File: src/rtl/vsdc_pkg.sv
// Behaviour
// - packet 27 code 0 sets page link flag
// - 525-line needs packet X/0/27/0 for link flag
// - detection flags stay set until software writes 0
// - packet 8/30 or 525-line 4/30 sets service flag
// - VPS line 16 field 0 stored row 25 block 9
// - line 16 decoded as teletext or VPS automatically
// - VPS byte: 4 data, error bit 4, zeros above
// - most significant VPS data bit stored as zero
// - VPS acquisition sets VPS received flag
// - capture all 14 wide screen bits on line 23
// - wide screen bits in three groups with error flags
// - wide screen capture only while enable set
// - wide screen acquisition sets received flag
// - caption capture on line 21 only while enabled
// - first caption byte first register, second second
// - caption registers cleared at selected line start
// - caption line end raises interrupt when enabled
// - 525-line magazine bits zero mean magazine 4
package vsdc_pkg;
   // register byte offsets
   localparam logic [7:0] OFS_CTRL      = 8'h00;
   localparam logic [7:0] OFS_FLAGS     = 8'h04;
   localparam logic [7:0] OFS_WSS_A     = 8'h08;
   localparam logic [7:0] OFS_WSS_B     = 8'h0C;
   localparam logic [7:0] OFS_WSS_C     = 8'h10;
   localparam logic [7:0] OFS_CC_FIRST  = 8'h14;
   localparam logic [7:0] OFS_CC_SECOND = 8'h18;
   localparam logic [7:0] OFS_IRQ_STAT  = 8'h1C;
   localparam logic [7:0] OFS_IRQ_MASK  = 8'h20;
   localparam logic [7:0] OFS_VPS_BASE  = 8'h40;  // 16 words of vps row storage
   // control register fields
   localparam int CTRL_STD525_BIT  = 0;
   localparam int CTRL_VPS_EN_BIT  = 1;
   localparam int CTRL_WSS_EN_BIT  = 2;
   localparam int CTRL_CC_EN_BIT   = 3;
   localparam int CTRL_CC_IRQ_BIT  = 4;
   localparam int CTRL_CCLINE_LSB  = 8;
   localparam logic [4:0] CC_LINE_RST = 5'h15;   // line 21 after reset
   // flag register fields
   localparam int FLAG_LINK_BIT = 0;
   localparam int FLAG_SVC_BIT  = 1;
   localparam int FLAG_VPS_BIT  = 2;
   localparam int FLAG_WSS_BIT  = 3;
   localparam int FLAG_W        = 4;
   // interrupt status fields
   localparam int IRQ_CC_BIT  = 0;
   localparam int IRQ_VPS_BIT = 1;
   localparam int IRQ_WSS_BIT = 2;
   localparam int IRQ_W       = 3;
   // packet and line numbers
   localparam logic [4:0] PKT_LINK    = 5'h1B;    // packet 27
   localparam logic [4:0] PKT_SERVICE = 5'h1E;    // packet 30
   localparam logic [3:0] DESIG_ZERO  = 4'h0;
   localparam logic [8:0] LINE_VPS    = 9'h010;   // line 16
   localparam logic [8:0] LINE_WSS    = 9'h017;   // line 23
   localparam logic [3:0] VPS_MSB_IDX = 4'h0;     // byte holding the top data bit
   localparam logic [1:0] RESP_OKAY   = 2'h0;
   localparam logic [1:0] RESP_SLVERR = 2'h2;
endpackage

File: src/rtl/vsdc_sticky.sv
module vsdc_sticky #(
   parameter int W = 4
) (
   input  wire logic         clk_sys,  // system clock
   input  wire logic         sys_rst,  // synchronous reset, active high
   input  wire logic [W-1:0] set_ev,   // hardware event pulses
   input  wire logic [W-1:0] clr_ev,   // software clear pulses
   output logic      [W-1:0] flag_q    // sticky flags
);
   // set has priority over a clear in the same cycle
   always_ff @(posedge clk_sys) begin
      if (sys_rst) begin
         flag_q <= '0;
      end else begin
         flag_q <= (flag_q & ~clr_ev) | set_ev;
      end
   end
endmodule

File: src/rtl/vsdc_vps_mem.sv
module vsdc_vps_mem (
   input  wire logic       clk_sys,  // system clock
   input  wire logic       we,       // write strobe
   input  wire logic [3:0] waddr,    // write column
   input  wire logic [7:0] wdata,    // write byte
   input  wire logic [3:0] raddr,    // read column
   output logic      [7:0] rdata_q   // registered read byte
);
   logic [7:0] mem [0:15];  // vps row storage

   // write port and registered read port
   always_ff @(posedge clk_sys) begin
      if (we) begin
         mem[waddr] <= wdata;
      end
      rdata_q <= mem[raddr];
   end
endmodule

File: src/rtl/vsdc_top.sv
module vsdc_top (
   input  wire logic                    clk_sys,         // system clock, 40 MHz
   input  wire logic                    sys_rst,         // synchronous reset, active high
   // packet decoder side
   input  wire logic                    pkt_valid,       // one-cycle packet detected
   input  wire logic [4:0]              pkt_number,      // packet row number
   input  wire logic [2:0]              pkt_mag,         // magazine bits as received
   input  wire logic                    pkt_tab,         // tabulation bit, 525-line only
   input  wire logic [3:0]              pkt_desig,       // designation code
   // line timing side
   input  wire logic                    line_start,      // pulse at line start
   input  wire logic                    line_end,        // pulse at line end
   input  wire logic [8:0]              line_num,        // current line number
   input  wire logic                    field_odd,       // field id, 0 for field 0
   input  wire logic                    line_is_vps,     // slicer found vps on this line
   // vps slicer
   input  wire logic                    vps_valid,       // one-cycle vps byte
   input  wire logic [3:0]              vps_col,         // column of byte in row
   input  wire logic [3:0]              vps_bits,        // biphase decoded bits
   input  wire logic                    vps_err,         // biphase error
   // wide screen slicer
   input  wire logic                    wss_valid,       // one-cycle word complete
   input  wire logic [13:0]             wss_bits,        // 14 data bits
   input  wire logic [13:0]             wss_err,         // per-bit error
   // caption slicer
   input  wire logic                    cc_valid,        // one-cycle caption byte
   input  wire logic [7:0]              cc_byte,         // caption byte
   // axi4-lite slave
   input  wire logic [7:0]              s_axi_awaddr,    // write address
   input  wire logic                    s_axi_awvalid,   // write address valid
   output logic                         s_axi_awready,   // write address ready
   input  wire logic [31:0]             s_axi_wdata,     // write data
   input  wire logic [3:0]              s_axi_wstrb,     // byte enables
   input  wire logic                    s_axi_wvalid,    // write data valid
   output logic                         s_axi_wready,    // write data ready
   output logic [1:0]                   s_axi_bresp,     // write response
   output logic                         s_axi_bvalid,    // write response valid
   input  wire logic                    s_axi_bready,    // write response ready
   input  wire logic [7:0]              s_axi_araddr,    // read address
   input  wire logic                    s_axi_arvalid,   // read address valid
   output logic                         s_axi_arready,   // read address ready
   output logic [31:0]                  s_axi_rdata,     // read data
   output logic [1:0]                   s_axi_rresp,     // read response
   output logic                         s_axi_rvalid,    // read data valid
   input  wire logic                    s_axi_rready,    // read data ready
   output logic                         irq              // level interrupt
);
   import vsdc_pkg::*;

   // read channel states
   typedef enum logic [1:0] {
      RD_IDLE = 2'b00,  // waiting for address
      RD_MEM  = 2'b01,  // memory read under way
      RD_RESP = 2'b10   // data offered
   } vsdc_rd_t;

   logic [12:0]       ctrl_q;        // control register
   logic [7:0]        wss_a_q;       // aspect group
   logic [7:0]        wss_b_q;       // enhanced services group
   logic [7:0]        wss_c_q;       // subtitle and reserved group
   logic [7:0]        cc_first_q;    // first caption byte
   logic [7:0]        cc_second_q;   // second caption byte
   logic [IRQ_W-1:0]  irq_mask_q;    // interrupt mask
   logic [FLAG_W-1:0] flags;         // detection flags
   logic [IRQ_W-1:0]  irq_stat;      // interrupt status

   // control fields
   wire        std525    = ctrl_q[CTRL_STD525_BIT];
   wire        vps_en    = ctrl_q[CTRL_VPS_EN_BIT];
   wire        wss_en    = ctrl_q[CTRL_WSS_EN_BIT];
   wire        cc_en     = ctrl_q[CTRL_CC_EN_BIT];
   wire        cc_irq_en = ctrl_q[CTRL_CC_IRQ_BIT];
   wire [4:0]  cc_line   = ctrl_q[CTRL_CCLINE_LSB+4:CTRL_CCLINE_LSB];

   // packet 27 code 0, acquired or not; 525-line needs tab bit clear
   wire link_hit = pkt_valid && (pkt_number == PKT_LINK)
                   && (pkt_desig == DESIG_ZERO)
                   && (!std525 || !pkt_tab);
   // magazine 8 codes as 000; 525-line has two bits, 00 is magazine 4
   wire mag_svc  = std525 ? (pkt_mag[1:0] == 2'b00)
                          : (pkt_mag == 3'b000);
   wire svc_hit  = pkt_valid && (pkt_number == PKT_SERVICE) && mag_svc;

   logic vps_got_q;  // a vps byte landed on this line
   wire  on_vps_line = (line_num == LINE_VPS) && !field_odd;
   // the slicer reports which format it found; only vps bytes reach memory
   wire  vps_take    = vps_en && on_vps_line && line_is_vps && vps_valid;
   // top data bit is never stored as one
   wire  vps_b3      = (vps_col == VPS_MSB_IDX) ? 1'b0 : vps_bits[3];
   wire [7:0] vps_word = {3'b000, vps_err, vps_b3, vps_bits[2:0]};
   wire  vps_done    = line_end && vps_got_q;

   // note that vps data arrived, closed at line end
   always_ff @(posedge clk_sys) begin
      if (sys_rst) begin
         vps_got_q <= 1'b0;
      end else if (line_end) begin
         vps_got_q <= 1'b0;
      end else if (vps_take) begin
         vps_got_q <= 1'b1;
      end
   end

   wire wss_take = wss_en && wss_valid && (line_num == LINE_WSS);

   // groups of related bits with one error flag each
   always_ff @(posedge clk_sys) begin
      if (sys_rst) begin
         wss_a_q <= 8'h00;
         wss_b_q <= 8'h00;
         wss_c_q <= 8'h00;
      end else if (wss_take) begin
         wss_a_q <= {3'b000, |wss_err[3:0],  wss_bits[3:0]};
         wss_b_q <= {3'b000, |wss_err[7:4],  wss_bits[7:4]};
         wss_c_q <= {1'b0,   |wss_err[13:8], wss_bits[13:8]};
      end
   end

   logic cc_active_q;  // inside the selected caption line
   logic cc_cnt_q;     // second byte expected
   wire  cc_line_hit = (line_num == {4'h0, cc_line});
   wire  cc_open     = cc_en && line_start && cc_line_hit;
   wire  cc_close    = cc_active_q && line_end;
   wire  cc_take     = cc_active_q && cc_valid && cc_en;

   // caption line window and byte counter
   always_ff @(posedge clk_sys) begin
      if (sys_rst) begin
         cc_active_q <= 1'b0;
         cc_cnt_q    <= 1'b0;
      end else if (cc_open) begin
         cc_active_q <= 1'b1;
         cc_cnt_q    <= 1'b0;
      end else if (cc_close) begin
         cc_active_q <= 1'b0;
      end else if (cc_take) begin
         cc_cnt_q    <= 1'b1;
      end
   end

   // caption data registers, cleared at the start of the line
   always_ff @(posedge clk_sys) begin
      if (sys_rst) begin
         cc_first_q  <= 8'h00;
         cc_second_q <= 8'h00;
      end else if (cc_open) begin
         cc_first_q  <= 8'h00;
         cc_second_q <= 8'h00;
      end else if (cc_take && !cc_cnt_q) begin
         cc_first_q  <= cc_byte;
      end else if (cc_take) begin
         cc_second_q <= cc_byte;
      end
   end

   logic        aw_hold_q;   // write address held
   logic        w_hold_q;    // write data held
   logic [7:0]  awaddr_q;    // held write address
   logic [31:0] wdata_q;     // held write data
   logic [3:0]  wstrb_q;     // held byte enables
   logic        awready_q;   // address ready flop
   logic        wready_q;    // data ready flop
   logic        bvalid_q;    // response valid flop
   logic [1:0]  bresp_q;     // response code

   wire aw_take  = s_axi_awvalid && awready_q;
   wire w_take   = s_axi_wvalid && wready_q;
   wire aw_hold_d = (aw_hold_q || aw_take);
   wire w_hold_d  = (w_hold_q || w_take);
   wire do_write = aw_hold_q && w_hold_q && !bvalid_q;
   wire b_done   = bvalid_q && s_axi_bready;

   // write decode
   wire wr_ctrl  = do_write && (awaddr_q == OFS_CTRL);
   wire wr_flags = do_write && (awaddr_q == OFS_FLAGS) && wstrb_q[0];
   wire wr_istat = do_write && (awaddr_q == OFS_IRQ_STAT) && wstrb_q[0];
   wire wr_imask = do_write && (awaddr_q == OFS_IRQ_MASK) && wstrb_q[0];
   wire wr_ro    = (awaddr_q == OFS_WSS_A) || (awaddr_q == OFS_WSS_B)
                   || (awaddr_q == OFS_WSS_C) || (awaddr_q == OFS_CC_FIRST)
                   || (awaddr_q == OFS_CC_SECOND);
   wire wr_ok    = (awaddr_q == OFS_CTRL) || (awaddr_q == OFS_FLAGS)
                   || (awaddr_q == OFS_IRQ_STAT) || (awaddr_q == OFS_IRQ_MASK)
                   || wr_ro;
   // flags clear where a zero is written
   wire [FLAG_W-1:0] flag_clr = wr_flags ? ~wdata_q[FLAG_W-1:0] : '0;
   // interrupt status clears where a one is written
   wire [IRQ_W-1:0]  istat_clr = wr_istat ? wdata_q[IRQ_W-1:0] : '0;

   // address and data capture, in either order
   always_ff @(posedge clk_sys) begin
      if (sys_rst) begin
         aw_hold_q <= 1'b0;
         w_hold_q  <= 1'b0;
         awaddr_q  <= 8'h00;
         wdata_q   <= 32'h0000_0000;
         wstrb_q   <= 4'h0;
      end else begin
         aw_hold_q <= aw_hold_d && !do_write;
         w_hold_q  <= w_hold_d && !do_write;
         if (aw_take) begin
            awaddr_q <= {s_axi_awaddr[7:2], 2'b00};
         end
         if (w_take) begin
            wdata_q <= s_axi_wdata;
            wstrb_q <= s_axi_wstrb;
         end
      end
   end

   // ready and response flops
   always_ff @(posedge clk_sys) begin
      if (sys_rst) begin
         awready_q <= 1'b0;
         wready_q  <= 1'b0;
         bvalid_q  <= 1'b0;
         bresp_q   <= RESP_OKAY;
      end else begin
         awready_q <= !(aw_hold_d && !do_write);
         wready_q  <= !(w_hold_d && !do_write);
         if (do_write) begin
            bvalid_q <= 1'b1;
            bresp_q  <= wr_ok ? RESP_OKAY : RESP_SLVERR;
         end else if (b_done) begin
            bvalid_q <= 1'b0;
         end
      end
   end

   // control and mask registers with byte enables
   always_ff @(posedge clk_sys) begin
      if (sys_rst) begin
         ctrl_q     <= {CC_LINE_RST, 8'h00};
         irq_mask_q <= '0;
      end else begin
         if (wr_ctrl && wstrb_q[0]) begin
            ctrl_q[7:0] <= {3'b000, wdata_q[4:0]};
         end
         if (wr_ctrl && wstrb_q[1]) begin
            ctrl_q[12:8] <= wdata_q[12:8];
         end
         if (wr_imask) begin
            irq_mask_q <= wdata_q[IRQ_W-1:0];
         end
      end
   end

   wire [FLAG_W-1:0] flag_set = {wss_take, vps_done, svc_hit, link_hit};
   wire cc_irq_ev = cc_close && cc_irq_en;
   wire [IRQ_W-1:0] istat_set = {wss_take, vps_done, cc_irq_ev};

   // detection flags, cleared by writing zero
   vsdc_sticky #(.W(FLAG_W)) u_flags (
      .clk_sys (clk_sys),
      .sys_rst (sys_rst),
      .set_ev  (flag_set),
      .clr_ev  (flag_clr),
      .flag_q  (flags)
   );

   // interrupt status, cleared by writing one
   vsdc_sticky #(.W(IRQ_W)) u_istat (
      .clk_sys (clk_sys),
      .sys_rst (sys_rst),
      .set_ev  (istat_set),
      .clr_ev  (istat_clr),
      .flag_q  (irq_stat)
   );

   logic irq_q;  // registered interrupt level
   always_ff @(posedge clk_sys) begin
      if (sys_rst) begin
         irq_q <= 1'b0;
      end else begin
         irq_q <= |(irq_stat & irq_mask_q);
      end
   end

   logic [7:0] araddr_q;   // held read address
   logic [7:0] mem_rdata;  // memory read byte
   vsdc_vps_mem u_vps_mem (
      .clk_sys (clk_sys),
      .we      (vps_take),
      .waddr   (vps_col),
      .wdata   (vps_word),
      .raddr   (araddr_q[5:2]),
      .rdata_q (mem_rdata)
   );

   vsdc_rd_t    rd_q;        // read state
   logic        arready_q;   // address ready flop
   logic        rvalid_q;    // data valid flop
   logic [31:0] rdata_q;     // read data flop
   logic [1:0]  rresp_q;     // read response

   wire ar_take = s_axi_arvalid && arready_q;
   wire r_done  = rvalid_q && s_axi_rready;
   wire rd_vps  = (araddr_q[7:6] == OFS_VPS_BASE[7:6]);  // row window only, no alias above
   // register read select
   wire [31:0] reg_rd =
      (araddr_q == OFS_CTRL)      ? {19'h0, ctrl_q} :
      (araddr_q == OFS_FLAGS)     ? {28'h0, flags} :
      (araddr_q == OFS_WSS_A)     ? {24'h0, wss_a_q} :
      (araddr_q == OFS_WSS_B)     ? {24'h0, wss_b_q} :
      (araddr_q == OFS_WSS_C)     ? {24'h0, wss_c_q} :
      (araddr_q == OFS_CC_FIRST)  ? {24'h0, cc_first_q} :
      (araddr_q == OFS_CC_SECOND) ? {24'h0, cc_second_q} :
      (araddr_q == OFS_IRQ_STAT)  ? {29'h0, irq_stat} :
      (araddr_q == OFS_IRQ_MASK)  ? {29'h0, irq_mask_q} : 32'h0000_0000;
   wire rd_ok = rd_vps || (araddr_q <= OFS_IRQ_MASK);

   // read sequencer: address, one memory cycle, answer
   always_ff @(posedge clk_sys) begin
      if (sys_rst) begin
         rd_q      <= RD_IDLE;
         arready_q <= 1'b0;
         rvalid_q  <= 1'b0;
         araddr_q  <= 8'h00;
         rdata_q   <= 32'h0000_0000;
         rresp_q   <= RESP_OKAY;
      end else begin
         case (rd_q)
            RD_IDLE: begin
               arready_q <= !ar_take;
               if (ar_take) begin
                  araddr_q <= {s_axi_araddr[7:2], 2'b00};
                  rd_q     <= RD_MEM;
               end
            end
            RD_MEM: begin
               rd_q <= RD_RESP;
            end
            RD_RESP: begin
               // answer once memory data has settled
               if (!rvalid_q) begin
                  rvalid_q <= 1'b1;
                  rdata_q  <= rd_vps ? {24'h0, mem_rdata} : reg_rd;
                  rresp_q  <= (rd_ok && araddr_q[1:0] == 2'b00) ? RESP_OKAY : RESP_SLVERR;
               end else if (r_done) begin
                  rvalid_q  <= 1'b0;
                  arready_q <= 1'b1;
                  rd_q      <= RD_IDLE;
               end
            end
            default: begin
               rd_q <= RD_IDLE;
            end
         endcase
      end
   end

   // outputs straight from flops
   assign s_axi_awready = awready_q;
   assign s_axi_wready  = wready_q;
   assign s_axi_bvalid  = bvalid_q;
   assign s_axi_bresp   = bresp_q;
   assign s_axi_arready = arready_q;
   assign s_axi_rvalid  = rvalid_q;
   assign s_axi_rdata   = rdata_q;
   assign s_axi_rresp   = rresp_q;
   assign irq           = irq_q;
endmodule

File: config.mk
export PLATFORM = sky130hd
export DESIGN_NAME = vsdc_top
export DESIGN_NICKNAME = d
export VERILOG_FILES = /design/src/rtl/vsdc_pkg.sv /design/src/rtl/vsdc_sticky.sv /design/src/rtl/vsdc_vps_mem.sv /design/src/rtl/vsdc_top.sv
export SDC_FILE = /design/constraint.sdc
export NUM_CORES = 1
export LEC_CHECK = 0
export BUFFER_PORTS_ARGS = -buffer_cell sky130_fd_sc_hd__buf_4
export CAP_MARGIN = 20
export CORE_MARGIN = 5
export CORE_UTILIZATION = 55
export CTS_BUF_LIST = sky130_fd_sc_hd__clkbuf_4
export DETAILED_ROUTE_END_ITERATION = 10
export PLACE_DENSITY = 0.92
export SYNTH_ARGS = -nofsm -noshare
export SYNTH_HDL_FRONTEND = slang
export SYNTH_SLANG_ARGS = --single-unit
File: constraint.sdc
create_clock -name clk_sys -period 3 [get_ports clk_sys]
set_input_delay 0.15 -clock clk_sys [delete_from_list [all_inputs] [get_ports clk_sys]]
set_output_delay 0.15 -clock clk_sys [all_outputs]
set_load 0.05 [all_outputs]
; Word level (Yosys, flattened, before mapping)
; Memories as Yosys holds them, arrays and structs flattened. A register that Yosys moved wholly into a read port is not among the register bits.
; Index checks and enable logic that the tools add are counted.
[classes]
n_lt_le_gt_ge = 1
n_eq_ne = 27
muxes = 31
bitwise_logic = 11
reduce_logical = 80
[op_table]
columns = cell, count
row1 = $eq 6x3->1 const B, 8
row2 = $mux 8, 6
row3 = $logic_and 1x1->1, 37
row4 = $mux 13, 2
row5 = $eq 6x2->1 const B, 4
row6 = $eq 9x5->1 const B, 2
row7 = $logic_not 8->1, 2
row8 = $eq 6x1->1 const B, 2
row9 = $eq 6x4->1 const B, 2
row10 = $logic_or 1x1->1, 12
row11 = $mux 1, 12
row12 = $eq 5x5->1 const B, 2
row13 = $mux 2, 5
row14 = $eq 9x5->1, 1
row15 = $logic_not 1->1, 9
row16 = $mux 3, 3
row17 = $le 8x6->1 const B, 1
row18 = $logic_not 4->1, 2
row19 = $not 4->4, 2
row20 = $reduce_and 2->1, 4
row21 = $reduce_or 4->1, 2
row22 = $and 3x3->3, 2
row23 = $ne 2x2->1 const B, 3
row24 = $pmux 2 s3, 1
row25 = other kinds (16), 24
[word_totals]
ff_bits = 137
mem_bits_rw = 80
in_bits = 134
memories = 1
[memory_table]
columns = name, words, width, read_ports, rd_clocked_by_memory_dff, wr, line_no
row1 = u_vps_mem.mem, 16, 5, 1, 1, 1, vsdc_vps_mem.sv:9  ; logic [7:0] mem [0:15];

; Depth between registers and ports, before layout
; Gate-level depths: netlist of run 1.
[logic_depth]
ltp_word = 11
ltp_mapped = 7

; Modules after synthesis
; A second synthesis of run 1 with hierarchy kept.
[hier_totals]
hier_cells = 829
hier_area_um2 = 9932.0
[modules_own_cells]
columns = module, n_inst, cells_each, area_per_inst_um2, seq_area_each_um2
row1 = vsdc_vps_mem, 1, 229, 5147.4, 4003.8
row2 = vsdc_top, 1, 572, 4539.4, 1961.9
row3 = vsdc_sticky (u_flags), 1, 16, 140.1, 80.1
row4 = vsdc_sticky (u_istat), 1, 12, 105.1, 60.1

; Least setup slack after synthesis of run 1
; OpenSTA, ideal clock, no wires.
[synth_path]
path_kind = flip-flop to flip-flop
startpoint = register ctrl_q[1]
endpoint = memory u_vps_mem.mem[2][0] (netlist name), enable pin
t_arrival_ns = 1.742
setup_slack_ns = 0.885
path_stages_with_launch = 6
path_buffers = 0
period_less_slack_ns = 2.115
cell_sequence = dfxtp_1 > nand4b_1 > or4_1 > nor3_1 > nand3b_1 > nor3_1
[synth_via]
elab_chain_len = 5
[synth_rtl]
columns = item, line_no
row1 = from (decl), vsdc_top.sv:57  ; logic [12:0] ctrl_q;
row2 = from (signal assigned), vsdc_top.sv:232  ; ctrl_q <= {CC_LINE_RST, 8'h00};
row3 = from (signal assigned), vsdc_top.sv:236  ; ctrl_q[7:0] <= {3'b000, wdata_q[4:0]};
row4 = $logic_and 1x1->1 (3 in series), vsdc_top.sv:87  ; wire vps_take = vps_en && on_vps_line && line_is_vps && vps_valid;
row5 = $mux 1, vsdc_vps_mem.sv:13  ; if (we) begin
row6 = $mux 1 (implied by the code), vsdc_vps_mem.sv:14  ; mem[waddr] <= wdata;
row7 = to (decl), vsdc_vps_mem.sv:9
; No other way between the ends.

; Worst setup path in the final report of run 1
[layout_path]
startpoint = register ctrl_q[1]
endpoint = memory u_vps_mem.mem[7][0] (netlist name), enable pin
; Same word-level chain as after synthesis.

==> results.yml, run 1 <==
run_status:
  status: "finished clean"
drt:
  ant_nets: 0
  first_iter_violations: 629
  top_layer_used: "met4"
  drt-vias-per-instance: 5.75
  route.detailed.drc: 0
  drtPass1Iterations: 5
  wl_met3_um: 1590
  wirelength_um: 20700
  wl_met1_um: 7720
  wl_per_cell_um: 18.9
  num_vias: 6292
  wl_met2_um: 10700
floorplanning:
  die_w_um: 130
  core_area_um2: 14000
  num_rows: 43
  die-area_um2: 16900
  io_pins: 176
  start_util: 0.566
  die_h_um: 130
timing:
  worst_clock_skew_ns: 0.0203
  worstMarginPinSlew_ns: 0.753
  rsz0062_at_grt: "no"
  slew_violations: 0
  post-route-period-util: 0.838
  finalSetupTns_ns: 0
  fin_ws_ns: 0.486
  fmax_ghz: 0.398
  max_slew_margin: 0.498
  finalSetupViolations: 0
  finalHoldViolations: 0
  whs_ns: 0.0393
  fin_crit_ns: 2.51
yosys:
  ys_warn_count: 0
  synthCells: 708
  synth_top_area_frac: 0.303
  async_flop_share: 0
  ys_top_cells_by_area: "edfxtp_1, dfxtp_1, mux4_2, mux2i_1, a21oi_1"
  synth_cell_types: 59
  ys_seq_area_frac: 0.581
  yosys.area.top_type: "edfxtp_1"
  avgSynthCellArea_um2: 11.2
  syn_area_um2: 7920
  yosys_register_bits: 190
  synth-edff-count: 80
  synth_ff_type: "dfxtp_1"
power_and_ir_drop:
  max-vdd-ir-drop_uv: 381
  powerDensity_nw_per_um2: 457
  power_leakage_uw: 0.00369
  p_total_uw: 4510
cts:
  insertion_delay_ns: 0.58
  numCtsBuffers: 17
  cts_setup_buffers: 0
  postCtsHoldBufs: 72
  cts_tree: "done"
  root_buffer: "clkbuf_4"
  clock_sinks: 190
  clk_pin_slew_worst_paths_ns: 0.15
  ctsLongestPathBuffers: 2
  post_cts_resized: 0
  htree_levels: 4
global_route:
  antenna_found_initial: 1
  grt_pass1_vias: 6306
  grt_pass1_wl_um: 32000
  grt_overflow: 0
  grt_usage: 0.248
  grt_max_degree: 55
layout:
  layout_common_cells: "buf_4, dfxtp_1, nand2_1"
  mostFrequentLayoutCell: "buf_4"
  n_fill_cell: 901
  fin_nets: 1033
  synthToLayoutAreaGrowth_pct: 24.6
  drive_gt1_frac: 0.227
  stdcell_area_um2: 9870
run:
  maxCapViolations: 0
place:
  place_hpwl_um: 12900
  portBuffers: 126
  place_ws_ns: 0.687
  place_area_um2: 8930
  routabilityCongestion: 0.918
hold_path:
  hold_class: "in2reg"
critical_path:
  path_class: "reg2reg"
  worstPathRequired_ns: 3.22
  crit_path_end_kind: "flop"
  critPathLaunchType: "flop"
  crit_arrival_ns: 2.74
  cp_max_fo: 5
-- flip-flops by register name, indices dropped and copies added (netlist names), 6 cells and up --
| name | count |
|---|---|
| araddr_q | 6 |
| wdata_q | 10 |
| wss_c_q | 7 |
| s_axi_rdata | 13 |
| ctrl_q | 10 |
| cc_first_q | 8 |
| awaddr_q | 6 |
| cc_second_q | 8 |
| u_vps_mem.mem | 80 |
-- worst max-delay path, stage by stage, from the launching register on --
cell	delay (ns)
dfxtp_1	0.43
nand4b_1	0.15
or4_1	0.44
nor3_1	0.27
buf_4	0.23
nand3_1	0.18
nor2_1	0.46
-- cells by family (layout without fill, tap and decap cells) --
kind of cell | count (synthesis) | in the layout | synth area share
simple gates | 261 | 261 | 0.158
compound gates | 124 | 124 | 0.0912
flops | 190 | 190 | 0.581
xor+xnor | 5 | 5 | 0.00553
buf+inv | 65 | 249 | 0.0453
other cells | 1 | 23 | 0.000474
mux | 62 | 62 | 0.118
-- path summary, 6_finish.rpt --
path | from | to | slack (ns) | depth (start not counted)
hold / removal | sys_rst | ctrl_q[9] | 0.04 | 2
setup reg to reg | ctrl_q[1] | u_vps_mem.mem[7][0] | 0.49 | 6
setup / recovery | ctrl_q[1] | u_vps_mem.mem[7][0] | 0.49 | 6
hold reg to reg | s_axi_rdata[11] | s_axi_rdata[11] | 0.46 | 2
-- Yosys cell counts (2+ instances only) --
library cell  number
a2111oi_0          2
a211o_1            3
a211oi_1           4
a21oi_1           67
a221oi_1           3
a22oi_1            5
and2_1             3
and3_1             2
and4_1             2
buf_1              9
buf_2              8
buf_4             21
buf_6              2
clkbuf_1          16
dfxtp_1          110
edfxtp_1          80
inv_1              8
mux2i_1           37
mux4_2            25
nand2_1           88
nand2b_1          12
nand3_1           23
nand3b_1           6
nor2_1            76
nor2b_1            8
nor3_1            14
nor3b_1            2
nor4_1             5
o21ai_0           23
o21ai_1            2
o22ai_1            4
o2bb2ai_1          2
or3_1              3
or4_1              3
or4_4              2
xor2_1             5
-- area by class of cell --
class                      count  area (um2)  area share
antenna                        2        5.00    0.000507
clock buffer                  19         143      0.0145
tap                          180         225      0.0228
multi-input combinational    473        3040       0.308
inverter                       8        30.0     0.00304
clock inverter                13        72.6     0.00735
timing repair buffer         209        1750       0.177
sequential                   190        4610       0.467
-- power by group --
group          total, uW  internal, uW  switching [uW]
logic                560           257             303
clock network       1160           335             828
registers           2780          2730            56.2
-- metal layers --
| metal | vias up | global-route usage |
|---|---|---|
| li1 | 2909 | - |
| met2 | 311 | 0.439 |
| met4 | 0 | 0.110 |
| met1 | 3009 | 0.286 |
| met3 | 63 | 0.0581 |
| met5 | - | 0 |
-- metrics by stage --
stage                util  cells
global route        0.705   1093
floorplan               -    728
global placement    0.638    988
CTS                 0.705   1092
finish              0.705   1094
detailed placement  0.638    988
Power figures use the tool's default switching activity.
==> inputs of run 2 (changes only) <==
- CORE_UTILIZATION: 55 -> 51
- PLACE_DENSITY: 0.92 -> 0.9
- clock period: 3 -> 2.2 ns (I/O delays scaled with it)
==> run 2 against run 1 <==
Critical endpoint is now u_vps_mem.mem[1][3]. Combinational power increased by 52%. Utilization down 2.0 points. Routed wire length increased by 2.3%. Clock power rose by 68%. Sequential share of layout area down 2.5 points. Flip-flop and latch count unchanged. Power grew 46%.
==> results.yml, run 2 (synthesis results as in run 1) <==
place:
  place_ws_ns: 0.0944
  routabilityCongestion: 0.892
  place_hpwl_um: 13100
  place_area_um2: 9110
  dpl.cell_count: 1016
  portBuffers: 126
cts:
  clk_pin_slew_worst_paths_ns: 0.15
  clock_sinks: 190
  numCtsBuffers: 17
  cts_tree: "done"
  htree_levels: 4
  insertion_delay_ns: 0.58
  root_buffer: "clkbuf_4"
  ctsLongestPathBuffers: 2
global_route:
  antenna_found_initial: 1
  met2_usage: 0.405
  grt_max_degree: 47
  grt_pass1_wl_um: 32600
  use_met1: 0.272
  grt_overflow: 0
  grt-busiest-layer: "met2"
  grt_use_met3: 0.0611
  grt_pass1_vias: 6430
  grt_usage: 0.229
power_and_ir_drop:
  powerDensity_nw_per_um2: 630
  p_total_uw: 6570
  max-vdd-ir-drop_uv: 538
  power_leakage_uw: 0.00401
critical_path:
  crit_path_end_kind: "flop"
  crit_arrival_ns: 2.40
  critPathLaunchType: "flop"
  path_class: "reg2reg"
  worstPathRequired_ns: 2.48
  cp_max_fo: 5
layout:
  stdcell_area_um2: 10400
  fin_nets: 1081
  mostFrequentLayoutCell: "buf_4"
  fin_cells: 1149
  synthToLayoutAreaGrowth_pct: 31.7
  regMostFlops: "u_vps_mem.mem"
  layout_common_cells: "buf_4, dfxtp_1, dlygate4sd3_1"
  drive_gt1_frac: 0.241
  largest_reg_flops: 80
hold_path:
  hold_class: "in2reg"
timing:
  fmax_ghz: 0.472
  finalHoldViolations: 0
  post-route-period-util: 0.963
  finalSetupViolations: 0
  worst_clock_skew_ns: 0.0348
  worstMarginPinSlew_ns: 0.604
  finalSetupTns_ns: 0
  max_slew_margin: 0.597
  fin_ws_ns: 0.0819
  slew_violations: 0
  fin_crit_ns: 2.12
drt:
  route.detailed.drc: 0
  ant_nets: 0
  drt-vias-per-instance: 5.63
  drtPass1Iterations: 5
  num_vias: 6464
  first_iter_violations: 590
  wirelength_um: 21200
  wl_per_cell_um: 18.4
floorplanning:
  die_w_um: 135
  die-area_um2: 18100
  start_util: 0.521
  num_rows: 45
  die_h_um: 135
  core_area_um2: 15200
  io_pins: 176
run:
  maxCapViolations: 0
run_status:
  status: "finished clean"
==> run 2: worst paths after layout <==
check                               startpoint                   to  slack (ns)  cells past startpoint
worst max-delay path                 ctrl_q[1]  u_vps_mem.mem[1][3]        0.08                      7
worst min-delay path                vps_col[2]  u_vps_mem.mem[2][1]        0.05                      3
worst max register to register       ctrl_q[1]  u_vps_mem.mem[1][3]        0.08                      7
worst min register to register  s_axi_rdata[9]       s_axi_rdata[9]        0.46                      2
==> run 2: area by class of cell <==
| cell class | instances | area (um2) |
|---|---|---|
| fill | 993 | 4780 |
| sequential | 190 | 4610 |
| multi-input combinational | 474 | 3060 |
| timing repair buffer | 256 | 2190 |
| tap | 188 | 235 |
| clock inverter | 15 | 168 |
| clock buffer | 17 | 128 |
| inverter | 8 | 30.0 |
| antenna | 1 | 2.50 |
==> run 2: where the power goes <==
part / leakage, uW / total, uW / internal [uW] / switching (uW)
registers: 0.00161 / 3770 / 3720 / 54.9
logic: 0.00223 / 850 / 397 / 452
clock network: 0.000161 / 1950 / 784 / 1160
total: 0.00401 / 6570 / 4900 / 1670
==> run 2: critical path, stage by stage (launching register included) <==
cell	delay, ns
dfxtp_2	0.40
nand4b_1	0.11
or4_1	0.42
nor3_1	0.16
buf_4	0.20
nand3b_1	0.19
nor3_2	0.17
buf_4	0.17
==> run 2: timing repair <==
action | in CTS | in global routing
gates resized for setup | 0 | 4
hold buffers | 99 | 0
endpoints found under the hold margin | 146 | 0
setup endpoints to repair | 0 | 18
buffers inserted | 0 | 0
==> run 2: per-stage QoR <==
step | hold slack, ns | util
final | 0.0511 | 0.686
after global routing | 0.0111 | 0.686
after CTS | 0.0000455 | 0.684
after detailed placement | 0.347 | 0.599
after global placement | 0.337 | 0.599
after floorplan | 0.189 | -
==> run 2: metal layers <==
metal,vias up,part of all wire
li1,3017,-
met1,3115,0.39
met2,283,0.51
met3,49,0.072
met4,0,0.027
met5,-,0
==> inputs of run 3 (changes only) <==
- BUFFER_PORTS_ARGS: -buffer_cell sky130_fd_sc_hd__buf_4 -> -buffer_cell sky130_fd_sc_hd__buf_2
- CORE_ASPECT_RATIO: unset -> 0.6
- CORE_MARGIN: 5 -> unset
==> run 3 against run 2 <==
Maximum frequency increased by 0.69%. Setup slack improved by 0.014 ns. First-iteration DRC count is 30% higher. Final area down 5.2%. Sequential power hardly changed. Count of clock-buffer cells in the layout stayed put. Power fell by 1.5%. Die area fell by 11%. Non-clock buffer count down 20. Register-to-register slack hardly changed. Critical endpoint is now wss_c_q[6].
==> results.yml, run 3 (synthesis results as in run 1) <==
timing:
  rsz0062_at_grt: "no"
  fin_crit_ns: 2.10
  slew_violations: 0
  max_slew_margin: 0.536
  worstMarginPinSlew_ns: 0.697
  finalHoldViolations: 0
  worst_clock_skew_ns: 0.0305
  fin_ws_ns: 0.0963
  finalSetupTns_ns: 0
  finalSetupViolations: 0
  fmax_ghz: 0.475
  post-route-period-util: 0.956
power_and_ir_drop:
  powerDensity_nw_per_um2: 654
  p_int_uw: 4700
  power_switching_uw: 1770
  p_clk_frac: 0.297
  max-vdd-ir-drop_uv: 417
  seqPwrFrac: 0.582
  p_sw_frac: 0.274
  pwr-share-comb: 0.122
  power_leakage_uw: 0.00378
cts:
  insertion_delay_ns: 0.57
  cts_tree: "done"
  clock_sinks: 190
  cts_setup_buffers: 0
  ctsLongestPathBuffers: 2
  numCtsBuffers: 17
  root_buffer: "clkbuf_4"
  clk_pin_slew_worst_paths_ns: 0.18
  htree_levels: 4
floorplanning:
  num_rows: 34
  die_w_um: 163
  die-area_um2: 16000
  start_util: 0.535
  io_pins: 176
  die_h_um: 98.5
  core_area_um2: 14800
critical_path:
  crit_arrival_ns: 2.62
  critPathLaunchType: "flop"
  path_class: "reg2reg"
  path_common_cell: "a21oi_1"
  worstPathRequired_ns: 2.71
  cp_slowest_stage_delay_ns: 0.70
  critical-path-slowest-cell: "or4_4"
  cp_max_fo: 22
  crit_path_end_kind: "flop"
  path_cells: "nand2_1 > or4_4 > a21oi_1 > dlygate4sd3_1 > a21oi_1 > nor2_1"
layout:
  drive_gt1_frac: 0.248
  regMostFlops: "u_vps_mem.mem"
  mostFrequentLayoutCell: "buf_2"
  fin_nets: 1060
  n_antenna_cell: 0
  area.sequential_um2: 4610
  stdcell_area_um2: 9890
  multi_input_area_um2: 3040
  largest_reg_flops: 80
  layout_common_cells: "buf_2, dfxtp_1, nand2_1"
  n_fill_cell: 1052
  post-route-util: 0.668
  synthToLayoutAreaGrowth_pct: 24.9
global_route:
  grt_pass1_vias: 6240
  grt_overflow: 0
  antenna_found_initial: 0
  grt_pass1_wl_um: 32200
  grt_usage: 0.266
  grt_max_degree: 38
drt:
  wl_met3_um: 2010
  route.detailed.drc: 0
  wl_met1_um: 9190
  first_iter_violations: 769
  wl_per_cell_um: 18.4
  drt-vias-per-instance: 5.64
  wirelength_um: 20900
  num_vias: 6417
  top_layer_used: "met4"
  drtPass1Iterations: 7
  ant_nets: 0
  wl_met2_um: 9290
place:
  place_area_um2: 8850
  portBuffers: 126
  routabilityCongestion: 0.923
  place_ws_ns: 0.167
  place_hpwl_um: 14200
hold_path:
  hold_class: "in2reg"
run:
  maxCapViolations: 0
run_status:
  status: "finished clean"
[run 3: layer usage]
metal,vias up,GRT usage
li1,2963,-
met1,3059,0.376
met2,349,0.395
met3,46,0.0770
met4,0,0.0848
met5,-,0
[run 3: worst max-delay path: cells and delay by family (launching register included)]
kind	cells	cell delay, ns
flip-flops	1	0.41
AO/OA/AOI/OAI	2	0.23
AND/OR/NAND/NOR	3	0.87
buffers and inverters	1	0.56
[run 3: power by group through the flow]
| stage | clock (uW) | combinational, uW | sequential (uW) |
|---|---|---|---|
| after floorplan | 0 | 394 | 3870 |
| after global placement | 0 | 655 | 3840 |
| after detailed placement | 0 | 671 | 3840 |
| after CTS | 1930 | 766 | 3760 |
| after global routing | 2080 | 838 | 3770 |
| final | 1920 | 787 | 3760 |
[run 3: cell type report]
type	instances	share of cell area
sequential	190	0.466
multi-input combinational	473	0.308
timing repair buffer	236	0.169
tap	198	0.0251
clock inverter	15	0.0168
clock buffer	17	0.0129
inverter	8	0.00304
[run 3: what timing repair did]
| action | 4_1_cts | 5_1_grt |
|---|---|---|
| hold buffers | 74 | 0 |
| resized for setup | 0 | 1 |
| endpoints found under the setup margin | 0 | 1 |
| endpoints found under the hold margin | 133 | 0 |
[run 3: final timing paths]
path / start / endpoint / slack, ns / depth (start not counted)
worst min-delay path: s_axi_awvalid / awaddr_q[6] / 0.05 / 4
worst max-delay path: ctrl_q[2] / wss_c_q[6] / 0.1 / 6
worst max register to register: ctrl_q[2] / wss_c_q[6] / 0.1 / 6
worst min register to register: cc_second_q[4] / cc_second_q[4] / 0.46 / 2
[run 3: per-stage QoR]
step | instances | hold WS, ns | power [uW]
2_1_floorplan | 728 | 0.189 | 4270
3_3_place_gp | 1031 | 0.338 | 4490
3_5_place_dp | 1031 | 0.347 | 4510
4_1_cts | 1137 | 0.0325 | 6460
5_1_grt | 1137 | 0.0343 | 6690
6_report | 1137 | 0.0529 | 6470
